### src/logic/ifei_pkg.sv
// package for input filter and external interrupt block
package ifei_pkg;
	localparam int unsigned IFEI_NUM_INPUTS = 16;
	localparam int unsigned IFEI_NUM_EXT = 8;
	localparam int unsigned IFEI_NUM_EXT_ECO = 4;
	// clock and millisecond tick
	localparam int unsigned IFEI_CLK_HZ = 200000000;
	localparam int unsigned IFEI_MS_PER_TICK = 1;
	localparam int unsigned IFEI_TICK_CYCLES = IFEI_CLK_HZ / 1000 * IFEI_MS_PER_TICK;
	localparam int unsigned IFEI_CNT_W = 10;
	// filter delay codes, index into delay table
	localparam logic [3:0] IFEI_DLY_CODE_RESET = 4'h4;
	localparam logic [3:0] IFEI_DLY_CODE_MAX = 4'hA;
	// register offsets
	localparam logic [3:0] IFEI_REG_FILTER = 4'h0;
	localparam logic [3:0] IFEI_REG_EXT_EN = 4'h1;
	localparam logic [3:0] IFEI_REG_EDGE = 4'h2;
	localparam logic [3:0] IFEI_REG_VARIANT = 4'h3;
	localparam logic [3:0] IFEI_REG_LEVEL = 4'h4;
	localparam logic [3:0] IFEI_REG_STATUS = 4'h5;
	localparam logic [3:0] IFEI_REG_MASK = 4'h6;
	localparam logic [3:0] IFEI_REG_RESERVE = 4'h7;
	// edge select per source (2 bits)
	localparam logic [1:0] IFEI_EDGE_RISE = 2'h0;
	localparam logic [1:0] IFEI_EDGE_FALL = 2'h1;
	localparam logic [1:0] IFEI_EDGE_BOTH = 2'h2;
	// reset values
	localparam logic [7:0] IFEI_EXT_EN_RESET = 8'h00;
	localparam logic [15:0] IFEI_EDGE_RESET = 16'h0000;
	localparam logic [7:0] IFEI_MASK_RESET = 8'h00;
	localparam logic [3:0] IFEI_RESERVE_RESET = 4'h0;
	localparam logic IFEI_VARIANT_RESET = 1'b0;
endpackage

### src/logic/ifei_top.sv
// input filter with edge-triggered external interrupt sources
//
// Local design decisions: the register addresses and the address-and-strobe port.
`timescale 1ns/100ps
`default_nettype none
// register map, 4-bit index, 16-bit data
//   0 filter delay code, 0..10 for 0 to 1000 ms, larger codes refused
//   1 source enable, one bit per external source
//   2 edge mode, two bits per source: rise, fall, both, none
//   3 variant, bit 0 set selects the economic variant
//   4 filtered levels of all sixteen inputs, read only
//   5 sticky edge status, cleared by its own read
//   6 interrupt mask, same layout as the status
//   7 sources lent to other interrupt users, 0 to 8
// timing seen at the ports
//   writes take effect on the edge that samples the strobe
//   read data stand for one cycle after the read strobe, else zero
//   a request pulse follows a filtered edge by one cycle
//   status and interrupt rise together with the request pulse
//   an edge in the same cycle as a status read stays set
// filter behaviour
//   the tick divider runs free, so the first tick of a count may
//   come early: a held level is taken after one tick less at worst
//   code 0 passes the raw level through one register only
//   a level that returns before its count ends is dropped
// interrupt sources
//   only the lowest eight inputs can raise requests
//   the economic variant keeps four of them, rising edges only
//   lent sources are taken from the highest number downwards
//   a pin claimed by the counter never raises a request
//   requests are raised at once, not at the end of a scan
module ifei_top
	import ifei_pkg::*;
#(
	parameter int unsigned TICK_CYCLES = IFEI_TICK_CYCLES
) (
	// clock and reset
	input wire logic ref_clk_in,
	input wire logic rstn_in,
	// field inputs
	input wire logic [IFEI_NUM_INPUTS-1:0] raw_in,
	input wire logic [IFEI_NUM_EXT-1:0] high_speed_counter_input_in,
	// register port
	input wire logic [3:0] reg_addr_in,
	input wire logic [15:0] reg_wdata_in,
	input wire logic reg_wr_in,
	input wire logic reg_rd_in,
	output logic [15:0] reg_rdata_out,
	// conditioned inputs and requests
	output logic [IFEI_NUM_INPUTS-1:0] filtered_out,
	output logic [IFEI_NUM_EXT-1:0] ext_req_out,
	output logic irq_out
);

	// delay table in ms, code to delay
	function automatic logic [IFEI_CNT_W-1:0] dly_ms(input logic [3:0] code);
		case (code)
			4'h0: dly_ms = 10'h000;
			4'h1: dly_ms = 10'h001;
			4'h2: dly_ms = 10'h002;
			4'h3: dly_ms = 10'h005;
			4'h4: dly_ms = 10'h00A;
			4'h5: dly_ms = 10'h014;
			4'h6: dly_ms = 10'h032;
			4'h7: dly_ms = 10'h064;
			4'h8: dly_ms = 10'h0C8;
			4'h9: dly_ms = 10'h1F4;
			default: dly_ms = 10'h3E8;
		endcase
	endfunction

	// registers
	logic [3:0] dly_code_q;
	logic [IFEI_NUM_EXT-1:0] ext_en_q;
	logic [2*IFEI_NUM_EXT-1:0] edge_q;
	logic economic_q;
	logic [3:0] reserve_q;
	logic [IFEI_NUM_EXT-1:0] status_q;
	logic [IFEI_NUM_EXT-1:0] mask_q;
	logic [15:0] rdata_q;
	logic irq_q;

	// filter state
	logic [31:0] tick_cnt_q;
	logic tick_q;
	logic [IFEI_CNT_W-1:0] flt_cnt_q [IFEI_NUM_INPUTS];
	logic [IFEI_NUM_INPUTS-1:0] flt_q;
	logic [IFEI_NUM_EXT-1:0] prev_q;
	logic [IFEI_NUM_EXT-1:0] req_q;

	// decode
	wire wr_filter = reg_wr_in && (reg_addr_in == IFEI_REG_FILTER);
	wire wr_ext_en = reg_wr_in && (reg_addr_in == IFEI_REG_EXT_EN);
	wire wr_edge = reg_wr_in && (reg_addr_in == IFEI_REG_EDGE);
	wire wr_variant = reg_wr_in && (reg_addr_in == IFEI_REG_VARIANT);
	wire wr_mask = reg_wr_in && (reg_addr_in == IFEI_REG_MASK);
	wire wr_reserve = reg_wr_in && (reg_addr_in == IFEI_REG_RESERVE);
	wire rd_status = reg_rd_in && (reg_addr_in == IFEI_REG_STATUS);
	// out-of-table codes are refused, the setting keeps its old value
	wire filter_ok = (reg_wdata_in[15:4] == 12'h000)
		&& (reg_wdata_in[3:0] <= IFEI_DLY_CODE_MAX);
	wire [IFEI_CNT_W-1:0] dly_now = dly_ms(dly_code_q);
	wire tick_wrap = (tick_cnt_q >= TICK_CYCLES - 1);

	// sources usable: variant sources minus those claimed from source 7 down by other interrupt users
	wire [IFEI_NUM_EXT-1:0] variant_cap = economic_q ? 8'h0F : 8'hFF;
	// highest sources are given up first when other users claim them
	wire [IFEI_NUM_EXT-1:0] reserve_mask_hi = ~(8'hFF >> reserve_q);
	wire [IFEI_NUM_EXT-1:0] src_en = ext_en_q & variant_cap & ~reserve_mask_hi;

	// edge detection on filtered levels, per source mode
	wire [IFEI_NUM_EXT-1:0] rise_now = flt_q[IFEI_NUM_EXT-1:0] & ~prev_q;
	wire [IFEI_NUM_EXT-1:0] fall_now = ~flt_q[IFEI_NUM_EXT-1:0] & prev_q;
	// the economic variant offers rising edges only, whatever is stored
	wire force_rise = economic_q;

	// one source's edge decision, mode 3 selects no edge at all
	function automatic logic edge_sel(input logic [1:0] md, input logic r, input logic f);
		case (md)
			IFEI_EDGE_RISE: edge_sel = r;
			IFEI_EDGE_FALL: edge_sel = f;
			IFEI_EDGE_BOTH: edge_sel = r || f;
			default: edge_sel = 1'b0;
		endcase
	endfunction

	// counter pins never act as capture points, so they stay plain inputs
	logic [IFEI_NUM_EXT-1:0] hit;
	always_comb begin
		hit = '0;
		for (int i = 0; i < IFEI_NUM_EXT; i++) begin
			if (force_rise) begin
				hit[i] = rise_now[i];
			end else begin
				hit[i] = edge_sel(edge_q[2*i +: 2], rise_now[i], fall_now[i]);
			end
		end
		// gating last, so a disabled source never leaves a stale status
		hit = hit & src_en & ~high_speed_counter_input_in;
	end

	// read mux
	logic [15:0] rmux;
	always_comb begin
		case (reg_addr_in)
			IFEI_REG_FILTER: rmux = {12'h000, dly_code_q};
			IFEI_REG_EXT_EN: rmux = {8'h00, ext_en_q};
			IFEI_REG_EDGE: rmux = edge_q;
			IFEI_REG_VARIANT: rmux = {15'h0000, economic_q};
			IFEI_REG_LEVEL: rmux = flt_q;
			IFEI_REG_STATUS: rmux = {8'h00, status_q};
			IFEI_REG_MASK: rmux = {8'h00, mask_q};
			IFEI_REG_RESERVE: rmux = {12'h000, reserve_q};
			default: rmux = 16'h0000;
		endcase
	end

	// millisecond tick divider, a one-cycle enable pulse
	wire [31:0] tick_cnt_d = tick_wrap ? 32'h00000000 : tick_cnt_q + 32'h00000001;

	// divider count
	always_ff @(posedge ref_clk_in or negedge rstn_in) begin
		if (!rstn_in) begin
			tick_cnt_q <= 32'h00000000;
		end else begin
			tick_cnt_q <= tick_cnt_d;
		end
	end

	// tick pulse, one clock wide, drives every filter counter
	always_ff @(posedge ref_clk_in or negedge rstn_in) begin
		if (!rstn_in) begin
			tick_q <= 1'b0;
		end else begin
			tick_q <= tick_wrap;
		end
	end

	// next filter state, same delay for all inputs
	logic [IFEI_NUM_INPUTS-1:0] flt_d;
	logic [IFEI_CNT_W-1:0] flt_cnt_d [IFEI_NUM_INPUTS];
	always_comb begin
		flt_d = flt_q;
		for (int i = 0; i < IFEI_NUM_INPUTS; i++) begin
			flt_cnt_d[i] = flt_cnt_q[i];
			if (raw_in[i] == flt_q[i]) begin
				// a level that returns before the count ends is forgotten
				flt_cnt_d[i] = '0;
			end else if (dly_now == '0) begin
				flt_d[i] = raw_in[i];
			end else if (tick_q) begin
				// level must hold through the whole count before taken
				if (flt_cnt_q[i] + 10'h001 >= dly_now) begin
					flt_d[i] = raw_in[i];
					flt_cnt_d[i] = '0;
				end else begin
					flt_cnt_d[i] = flt_cnt_q[i] + 10'h001;
				end
			end
		end
	end

	// filtered levels
	always_ff @(posedge ref_clk_in or negedge rstn_in) begin
		if (!rstn_in) begin
			flt_q <= '0;
		end else begin
			flt_q <= flt_d;
		end
	end

	// filter counters, one per input
	always_ff @(posedge ref_clk_in or negedge rstn_in) begin
		if (!rstn_in) begin
			for (int i = 0; i < IFEI_NUM_INPUTS; i++) begin
				flt_cnt_q[i] <= '0;
			end
		end else begin
			flt_cnt_q <= flt_cnt_d;
		end
	end

	// filter delay code, refused codes leave it alone
	always_ff @(posedge ref_clk_in or negedge rstn_in) begin
		if (!rstn_in) begin
			dly_code_q <= IFEI_DLY_CODE_RESET;
		end else if (wr_filter && filter_ok) begin
			dly_code_q <= reg_wdata_in[3:0];
		end
	end

	// source enables
	always_ff @(posedge ref_clk_in or negedge rstn_in) begin
		if (!rstn_in) begin
			ext_en_q <= IFEI_EXT_EN_RESET;
		end else if (wr_ext_en) begin
			ext_en_q <= reg_wdata_in[7:0];
		end
	end

	// edge modes, two bits per source
	always_ff @(posedge ref_clk_in or negedge rstn_in) begin
		if (!rstn_in) begin
			edge_q <= IFEI_EDGE_RESET;
		end else if (wr_edge) begin
			edge_q <= reg_wdata_in;
		end
	end

	// variant select, kept as a bit so one netlist serves both
	always_ff @(posedge ref_clk_in or negedge rstn_in) begin
		if (!rstn_in) begin
			economic_q <= IFEI_VARIANT_RESET;
		end else if (wr_variant) begin
			economic_q <= reg_wdata_in[0];
		end
	end

	// interrupt mask
	always_ff @(posedge ref_clk_in or negedge rstn_in) begin
		if (!rstn_in) begin
			mask_q <= IFEI_MASK_RESET;
		end else if (wr_mask) begin
			mask_q <= reg_wdata_in[7:0];
		end
	end

	// lent sources, bit 3 adds one so that all eight can be lent
	always_ff @(posedge ref_clk_in or negedge rstn_in) begin
		if (!rstn_in) begin
			reserve_q <= IFEI_RESERVE_RESET;
		end else if (wr_reserve) begin
			reserve_q <= {1'b0, reg_wdata_in[2:0]} + {3'h0, reg_wdata_in[3]};
		end
	end

	// next sticky status and interrupt, set beats read-clear
	wire [IFEI_NUM_EXT-1:0] status_kept = rd_status ? 8'h00 : status_q;
	wire [IFEI_NUM_EXT-1:0] status_d = status_kept | hit;
	wire irq_d = |(status_d & mask_q);
	// read data are zero outside the answer cycle
	wire [15:0] rdata_d = reg_rd_in ? rmux : 16'h0000;

	// edge history, one cycle behind the filtered levels
	always_ff @(posedge ref_clk_in or negedge rstn_in) begin
		if (!rstn_in) begin
			prev_q <= '0;
		end else begin
			prev_q <= flt_q[IFEI_NUM_EXT-1:0];
		end
	end

	// request pulses, one cycle per accepted edge
	always_ff @(posedge ref_clk_in or negedge rstn_in) begin
		if (!rstn_in) begin
			req_q <= '0;
		end else begin
			req_q <= hit;
		end
	end

	// sticky status
	always_ff @(posedge ref_clk_in or negedge rstn_in) begin
		if (!rstn_in) begin
			status_q <= '0;
		end else begin
			status_q <= status_d;
		end
	end

	// level interrupt, registered so the pin never glitches
	always_ff @(posedge ref_clk_in or negedge rstn_in) begin
		if (!rstn_in) begin
			irq_q <= 1'b0;
		end else begin
			irq_q <= irq_d;
		end
	end

	// read data register
	always_ff @(posedge ref_clk_in or negedge rstn_in) begin
		if (!rstn_in) begin
			rdata_q <= 16'h0000;
		end else begin
			rdata_q <= rdata_d;
		end
	end

	// outputs straight from flip-flops
	assign reg_rdata_out = rdata_q;
	assign filtered_out = flt_q;
	assign ext_req_out = req_q;
	assign irq_out = irq_q;
endmodule
`default_nettype wire

### config.mk
export PLATFORM = sky130hd
export DESIGN_NAME = ifei_top
export DESIGN_NICKNAME = d
export VERILOG_FILES = /design/src/logic/ifei_pkg.sv /design/src/logic/ifei_top.sv
export SDC_FILE = /design/constraint.sdc
export NUM_CORES = 1
export LEC_CHECK = 0
export BUFFER_PORTS_ARGS = -buffer_cell sky130_fd_sc_hd__buf_4
export CAP_MARGIN = 15
export CORE_MARGIN = 4
export CORE_UTILIZATION = 35
export DETAILED_ROUTE_END_ITERATION = 12
export GPL_TIMING_DRIVEN = 0
export HOLD_SLACK_MARGIN = 0.03
export PLACE_DENSITY = 0.54
export SYNTH_ARGS = -nofsm -noshare
export SYNTH_HDL_FRONTEND = slang
export SYNTH_SLANG_ARGS = --single-unit
### constraint.sdc
create_clock -name ref_clk_in -period 5.74 [get_ports ref_clk_in]
set_clock_uncertainty 0.2 [all_clocks]
set_input_delay 0.574 -clock ref_clk_in [delete_from_list [all_inputs] [get_ports ref_clk_in]]
set_output_delay 0.574 -clock ref_clk_in [all_outputs]
set_load 0.01 [all_outputs]
Yosys cells after proc, flatten, opt, wreduce, memory -nomap -nowiden
Memories as Yosys holds them, arrays and structs flattened.
Cells that the tools add are included.
{"block": "totals", "register_bits": 291, "rom_bits": 160, "inputBits": 48, "wordCells": 394, "memories": 1}
{"block": "classes", "add_sub_neg": 18, "magnitude_cmp": 18, "eq_ne": 55, "n_shift": 1, "muxes": 133, "bitwise_logic": 29, "n_reduce_logical": 94}
{"memory": "(name not given)", "depth": 16, "width": 10, "rd": 1, "rd_ports_with_merged_regs": 0, "wr": 0, "line": "ifei_top.sv:57", "rtl": "case (code)"}
{"op": "2-to-1 mux 10 bit", "count": 64}
{"op": "adder 10 x 1 -> 10 bit, second input constant", "count": 16}
{"op": "greater-or-equal comparator 10 bit", "count": 16}
{"op": "one-hot mux 16 bit (8 select lines)", "count": 1}
{"op": "nonzero test 2 bit", "count": 33}
{"op": "AND 8 bit", "count": 7}
{"op": "2-to-1 mux 1 bit", "count": 56}
{"op": "AND reduction 3 bit", "count": 16}
{"op": "NOT 8 bit", "count": 5}
{"op": "adder 32 x 1 -> 32 bit, second input constant", "count": 1}
{"op": "greater-or-equal comparator 32 x 18 -> 1 bit, second input constant", "count": 1}
{"op": "2-to-1 mux 32 bit", "count": 1}
{"op": "AND reduction 2 bit", "count": 16}
{"op": "inequality test 2 x 1 -> 1 bit, second input constant", "count": 12}
{"op": "one-hot mux 1 bit (3 select lines)", "count": 8}
{"op": "== test 1 bit", "count": 16}
{"op": "== test 2 x 1 -> 1 bit, second input constant", "count": 8}
{"op": "== test 2 bit, second input constant", "count": 8}
{"op": "== test 4 x 3 -> 1 bit, second input constant", "count": 4}
{"op": "zero test 2 bit", "count": 8}
{"op": "2-to-1 mux 16 bit", "count": 1}
{"op": "2-to-1 mux 8 bit", "count": 2}
{"op": "NOT 1 bit", "count": 16}
{"op": "zero test 12 bit", "count": 1}
{"op": "other kinds (12)", "count": 31}

Depth between registers and ports, before layout
{"block": "logic_depth", "word_depth": 10, "depth_mapped": 15}

Worst setup path after synthesis
Ideal clock, no wire load.
{"block": "synth_timing", "path_type": "reg-to-reg", "start": "register dly_code_q[0]", "end": "register flt_q[13], in the netlist filtered_out[13]", "setup_time_ps": 125, "arrival_time_ps": 4528, "t_required_ps": 5415, "path_slack_ps": 887, "path_stages_with_launch": 13, "path_buffers": 1, "period_less_slack_ps": 4853, "path_cell_list": "dfrtp_1 -> inv_1 -> ha_1 -> inv_1 -> o21ai_0 -> a21boi_0 -> ha_1 -> o211a_1 -> a31oi_1 -> a21oi_1 -> clkbuf_1 -> a21oi_1 -> mux2_2"}
{"block": "synth_via", "elab_chain_len": 4, "word_cells_on_any_way": 7}
{"item": "start, declared", "line": "ifei_top.sv:73", "rtl": "logic [3:0] dly_code_q;"}
{"item": "start signal, assigned", "line": "ifei_top.sv:228", "rtl": "dly_code_q <= reg_wdata_in[3:0];"}
{"item": "memory (16 x 10 bit) *"}
{"item": "greater-or-equal comparator 10 bit / zero test 10 bit (equally long branches)", "line": "ifei_top.sv:193, ifei_top.sv:189"}
{"item": "nonzero test 2 bit (no line)"}
{"item": "AND reduction 3 bit (no line)"}
{"item": "end signal, assigned", "line": "ifei_top.sv:208", "rtl": "flt_q <= flt_d;"}
{"item": "end, declared", "line": "ifei_top.sv:87", "rtl": "logic [IFEI_NUM_INPUTS-1:0] flt_q;"}
Mark *: on every way between the ends. The rest lies on a longest branch, timed or not.
A chain may end at the register's enable or synchronous reset.

Final worst setup path
{"block": "layout_timing", "start": "register dly_code_q[0]", "end": "register flt_cnt_q[27] in the netlist's numbering"}
{"block": "layout_via", "elab_chain_len": 6, "word_cells_on_any_way": 9}
{"item": "memory (16 x 10 bit) *"}
{"item": "greater-or-equal comparator 10 bit", "line": "ifei_top.sv:193", "rtl": "if (flt_cnt_q[i] + 10'h001 >= dly_now) begin"}
{"item": "2-to-1 mux 10 bit", "line": "ifei_top.sv:193"}
{"item": "2-to-1 mux 10 bit", "line": "ifei_top.sv:191", "rtl": "end else if (tick_q) begin"}
{"item": "2-to-1 mux 10 bit", "line": "ifei_top.sv:189", "rtl": "end else if (dly_now == '0) begin"}
{"item": "2-to-1 mux 10 bit", "line": "ifei_top.sv:186", "rtl": "if (raw_in[i] == flt_q[i]) begin"}
{"item": "end signal, assigned", "line": "ifei_top.sv:219", "rtl": "flt_cnt_q <= flt_cnt_d;"}
{"item": "end, declared", "line": "ifei_top.sv:86", "rtl": "logic [IFEI_CNT_W-1:0] flt_cnt_q [IFEI_NUM_INPUTS];"}
Mark *: on every way between the ends. The rest lies on a longest branch, timed or not. The select of a mux whose other input is x is not followed.

==> metrics.md <==
| Metric | Value |
|---|---|
| R2R depth | 13 |
| Top cells by area, synth | dfrtp_1 39%, ha_1 12%, xor2_1 4.5% |
| Main combinational cell family by area after synthesis | simple AND/OR/NAND/NOR gates |
| Cell area after synthesis | 18600 um^2 |
| Clock Sinks | 291 |
| Syn Area/Cell | slightly below 10 um^2 |
| Met1 wire length | 25.3 mm |
| Final setup violation count | 0 |
| Synth cell count leaders | 290 x dfrtp_1, 183 x ha_1, 150 x nand2_1, 132 x nor2_1, 126 x nand3_1 |
| Maximum fanout along the worst path | 15 |
| N_diodes | 0 |
| Slew margin rel. | 31.7% |
| Syn. warnings | 0 |
| Total power | 5440 uW |
| DRC Markers | 0 |
| Site Rows | 84 |
| Share of total power in the clock network | 44.5% |
| GPL Wtd Cong | 0.848 |
| Number of synthesized register bits | 291 |
| EDFF count, synth | 0 |
| Multiplexer share of the synthesized area | 3.90% |
| Grt total ovfl | 0 |
| Die area | around 57000 um^2 |
| Io pins | 89 |
| RSZ-0062 raised after global routing | false |
| DR WL/cell | 19.4 um |
| Core area | 52700 um^2 |
| Hpwl dp | 37.7 mm |
| CP required | approximately 6.0 ns |
| Fin cells | 2767 |
| CP Launch Type | register |
| I/O Buffers | 85 |
| Worst flop-to-flop path startpoint | dly_code_q[0] |
| Power share of the sequential group | ~44% |
| Async SR Flop Fraction | 100% |
| Vias in the first global route | 15200 |
| Gate power share | 12.0% |
| Net Sw Frac | 26.3% |
| NumNets Final | 2283 |
| Share of the synthesized area in the top cell type | 39.0% |
| Reg-to-reg endpoint | flt_cnt_q[27] |
| Worst VDD drop | 0.000167 V |
| Switching pwr | 1430 uW |
| Skew-Pair Late Insertion Delay | around 0.55 ns |
| Largest area contributor in the netlist | dfrtp_1 |
| Status | finished, final reports clean |
| Slew Limit Fails | 0 |
| Worst-Margin Slew | 1.02 ns |
| PwrDens | about 250 nW/um^2 |
| Largest net degree at the start of global routing | between 100 and 150 |
| WS Path Type | register to register |
| Share of cells above drive strength 1 | 12.9% |
| Critical path capture point type | register |
| Max Freq | 228 MHz |
| Setup TNS | 0 ns |
| Initial Util | 35.4% |
| Area added between synthesis and finish | 16.6% |
| Global Route Usage Sum | 18.7% |
| Die H | 239 um |
| Mapped Cells | 1903 |
| Post-Synth XOR/XNOR Area | 8.09% |
| Htree depth | 2 |
| Pre-CTS WS | 1.39 ns |
| CTS clk-pin slew, worst paths | 0.06 ns |
| Min cycle time layout | about 4.4 ns |
| Worst Path Arrival | 4.65 ns |
| Top-count cell post-synth | dfrtp_1 |
| CTS max path bufs | 3 |
| Post-CTS Setup Bufs | 0 |
| Min-Delay Path Class | primary input to register |
| Register area share after synthesis | between 30% and 40% |
| Synth cell types | 83 |
| Final Hold Fails | 0 |
| Utilization after layout | 41.2% |
| Die Wd | roughly 240 um |
| TritonCTS buffer count | 37 |
| Max layer used | met5 |
| Post-Synth Simple-Gate Area | between 15 and 20% |
| Vias/cell | 5.45 |
| FILL cells | just over 5000 |
| Synth Area in Compound Gates | 16.6% |
| Wire length on met2 | 23.9 mm |
| Root buffer cell | clkbuf_16 |
| PostCTS Resize Cnt | 0 |
| Antenna viol nets, final | 0 |
| Int Power | 4010 uW |
| Fin worst setup slack | 1.35 ns |
| Initial antenna violation count | 2 |
| Starting DRC count in detailed routing | 909 |
| Top_reg_cell synth | dfrtp_1 |
| First-pass GRT wire length | 85.3 mm |
| Adder-cell share of the synthesized area | between 10% and 20% |
| Hold path cells | 2 |
| DR vias | 15100 |
| Min-delay src | raw_in[9] |
| Worst Hold End | filtered_out[9] |
| Detailed Route WL | 53.8 mm |
| Number of max-cap violations | 0 |
| Met3 WL | 2.72 mm |
| Final period util | 76.5% |
| Slack of the worst reg-to-reg path | 1.35 ns |
| Post-Place Cells | 2699 |
| First drt pass iteration count | 5 |
| Leakage | 0.0106 uW |
| CTS tree | done |
==> layer usage <==
layer	vias to the layer above	global-route usage [%]
li1	7268	-
met1	7373	26.1
met2	333	29.3
met3	104	3.60
met4	2	6.49
met5	-	0
==> what timing repair did <==
| action | CTS | global route |
|---|---|---|
| endpoints found under the setup margin | 0 | 0 |
| hold endpoints to repair | 71 | 0 |
| hold buffers | 2 | 0 |
==> cell usage in the layout, fill, tap and decap left out, drive strengths merged, types with 16 or more instances in the layout <==
| master | Yosys | final |
|---|---|---|
| a21o | 34 | 34 |
| a21oi | 107 | 107 |
| a22o | 21 | 21 |
| a32o | 16 | 16 |
| and3 | 70 | 70 |
| buf | 27 | 122 |
| clkbuf | 26 | 80 |
| dfrtp | 290 | 290 |
| ha | 183 | 183 |
| inv | 42 | 44 |
| mux2 | 53 | 53 |
| nand2 | 152 | 152 |
| nand2b | 24 | 24 |
| nand3 | 126 | 126 |
| nand3b | 30 | 30 |
| nor2 | 138 | 138 |
| nor2b | 19 | 19 |
| nor3 | 21 | 21 |
| nor4 | 16 | 16 |
| o21ai | 119 | 119 |
| xnor2 | 76 | 76 |
| xor2 | 96 | 96 |
==> state kept, by name (all words and copies together), names as in the netlist <==
register,count
reg_rdata_out,16
prev_q,8
reserve_q,4
dly_code_q,4
status_q,8
flt_cnt_q,160
filtered_out,16
edge_q,16
economic_q,1
tick_q,1
ext_req_out,8
tick_cnt_q,32
irq_out,1
ext_en_q,8
mask_q,8
==> worst max path at each step <==
stage / start / to / slack, ns / depth (start not counted)
CTS: dly_code_q[0] / flt_cnt_q[27] / 1.34 / 13
floorplan: dly_code_q[0] / filtered_out[13] / 0.89 / 12
finish: dly_code_q[0] / flt_cnt_q[27] / 1.35 / 13
global route: dly_code_q[0] / flt_cnt_q[27] / 1.12 / 13
global placement: dly_code_q[0] / flt_cnt_q[22] / -3.69 / 13
detailed placement: dly_code_q[0] / flt_cnt_q[29] / 1.39 / 13
==> kinds of logic (layout without fill, tap and decap cells) <==
group           Yosys count  count (layout)
fa+ha+maj               185             185
other cells               1              14
xor+xnor                172             172
flops                   291             291
buf+inv                  95             258
mux                      63              63
compound gates          442             442
simple gates            654             654
==> layout make-up <==
cell class	count	area, um^2	share of cell area, %
multi-input cells	1530	11000	50.9
well taps	688	861	3.96
clock buffers	54	1080	4.97
repair buffers	97	856	3.94
inverters	42	158	0.726
clock inverters	12	174	0.801
plain buffers	53	250	1.15
flip-flops and latches	291	7280	33.5
==> per-stage QoR <==
stage / hold WS (ns) / area, um^2
final: 0.0821 / 21700
after global routing: 0.0599 / 21700
after CTS: 0.0451 / 21700
after detailed placement: 0.282 / 20400
after global placement: 0.276 / 20200
after floorplan: 0.0784 / 18700
==> critical path, stage by stage (launching register included) <==
cell and delay [ns]:
dfrtp_1 0.50, inv_1 0.20, ha_1 0.18, inv_1 0.07, o21ai_4 0.42, a21boi_4 0.84, ha_1 0.37, o211a_1 0.21
a31oi_1 0.19, a21oi_1 0.07, clkbuf_1 0.24, nor2_1 0.50, nand3b_1 0.13, a21oi_1 0.17
==> power by group through the flow <==
stage / Clock [uW] / Combinational (uW) / Sequential (uW)
finish: 2420 / 652 / 2370
global route: 2580 / 740 / 2390
CTS: 2500 / 659 / 2360
detailed placement: 0 / 654 / 2400
global placement: 0 / 630 / 2400
floorplan: 0 / 436 / 2350
No activity file was read; power rests on OpenSTA's default activity.
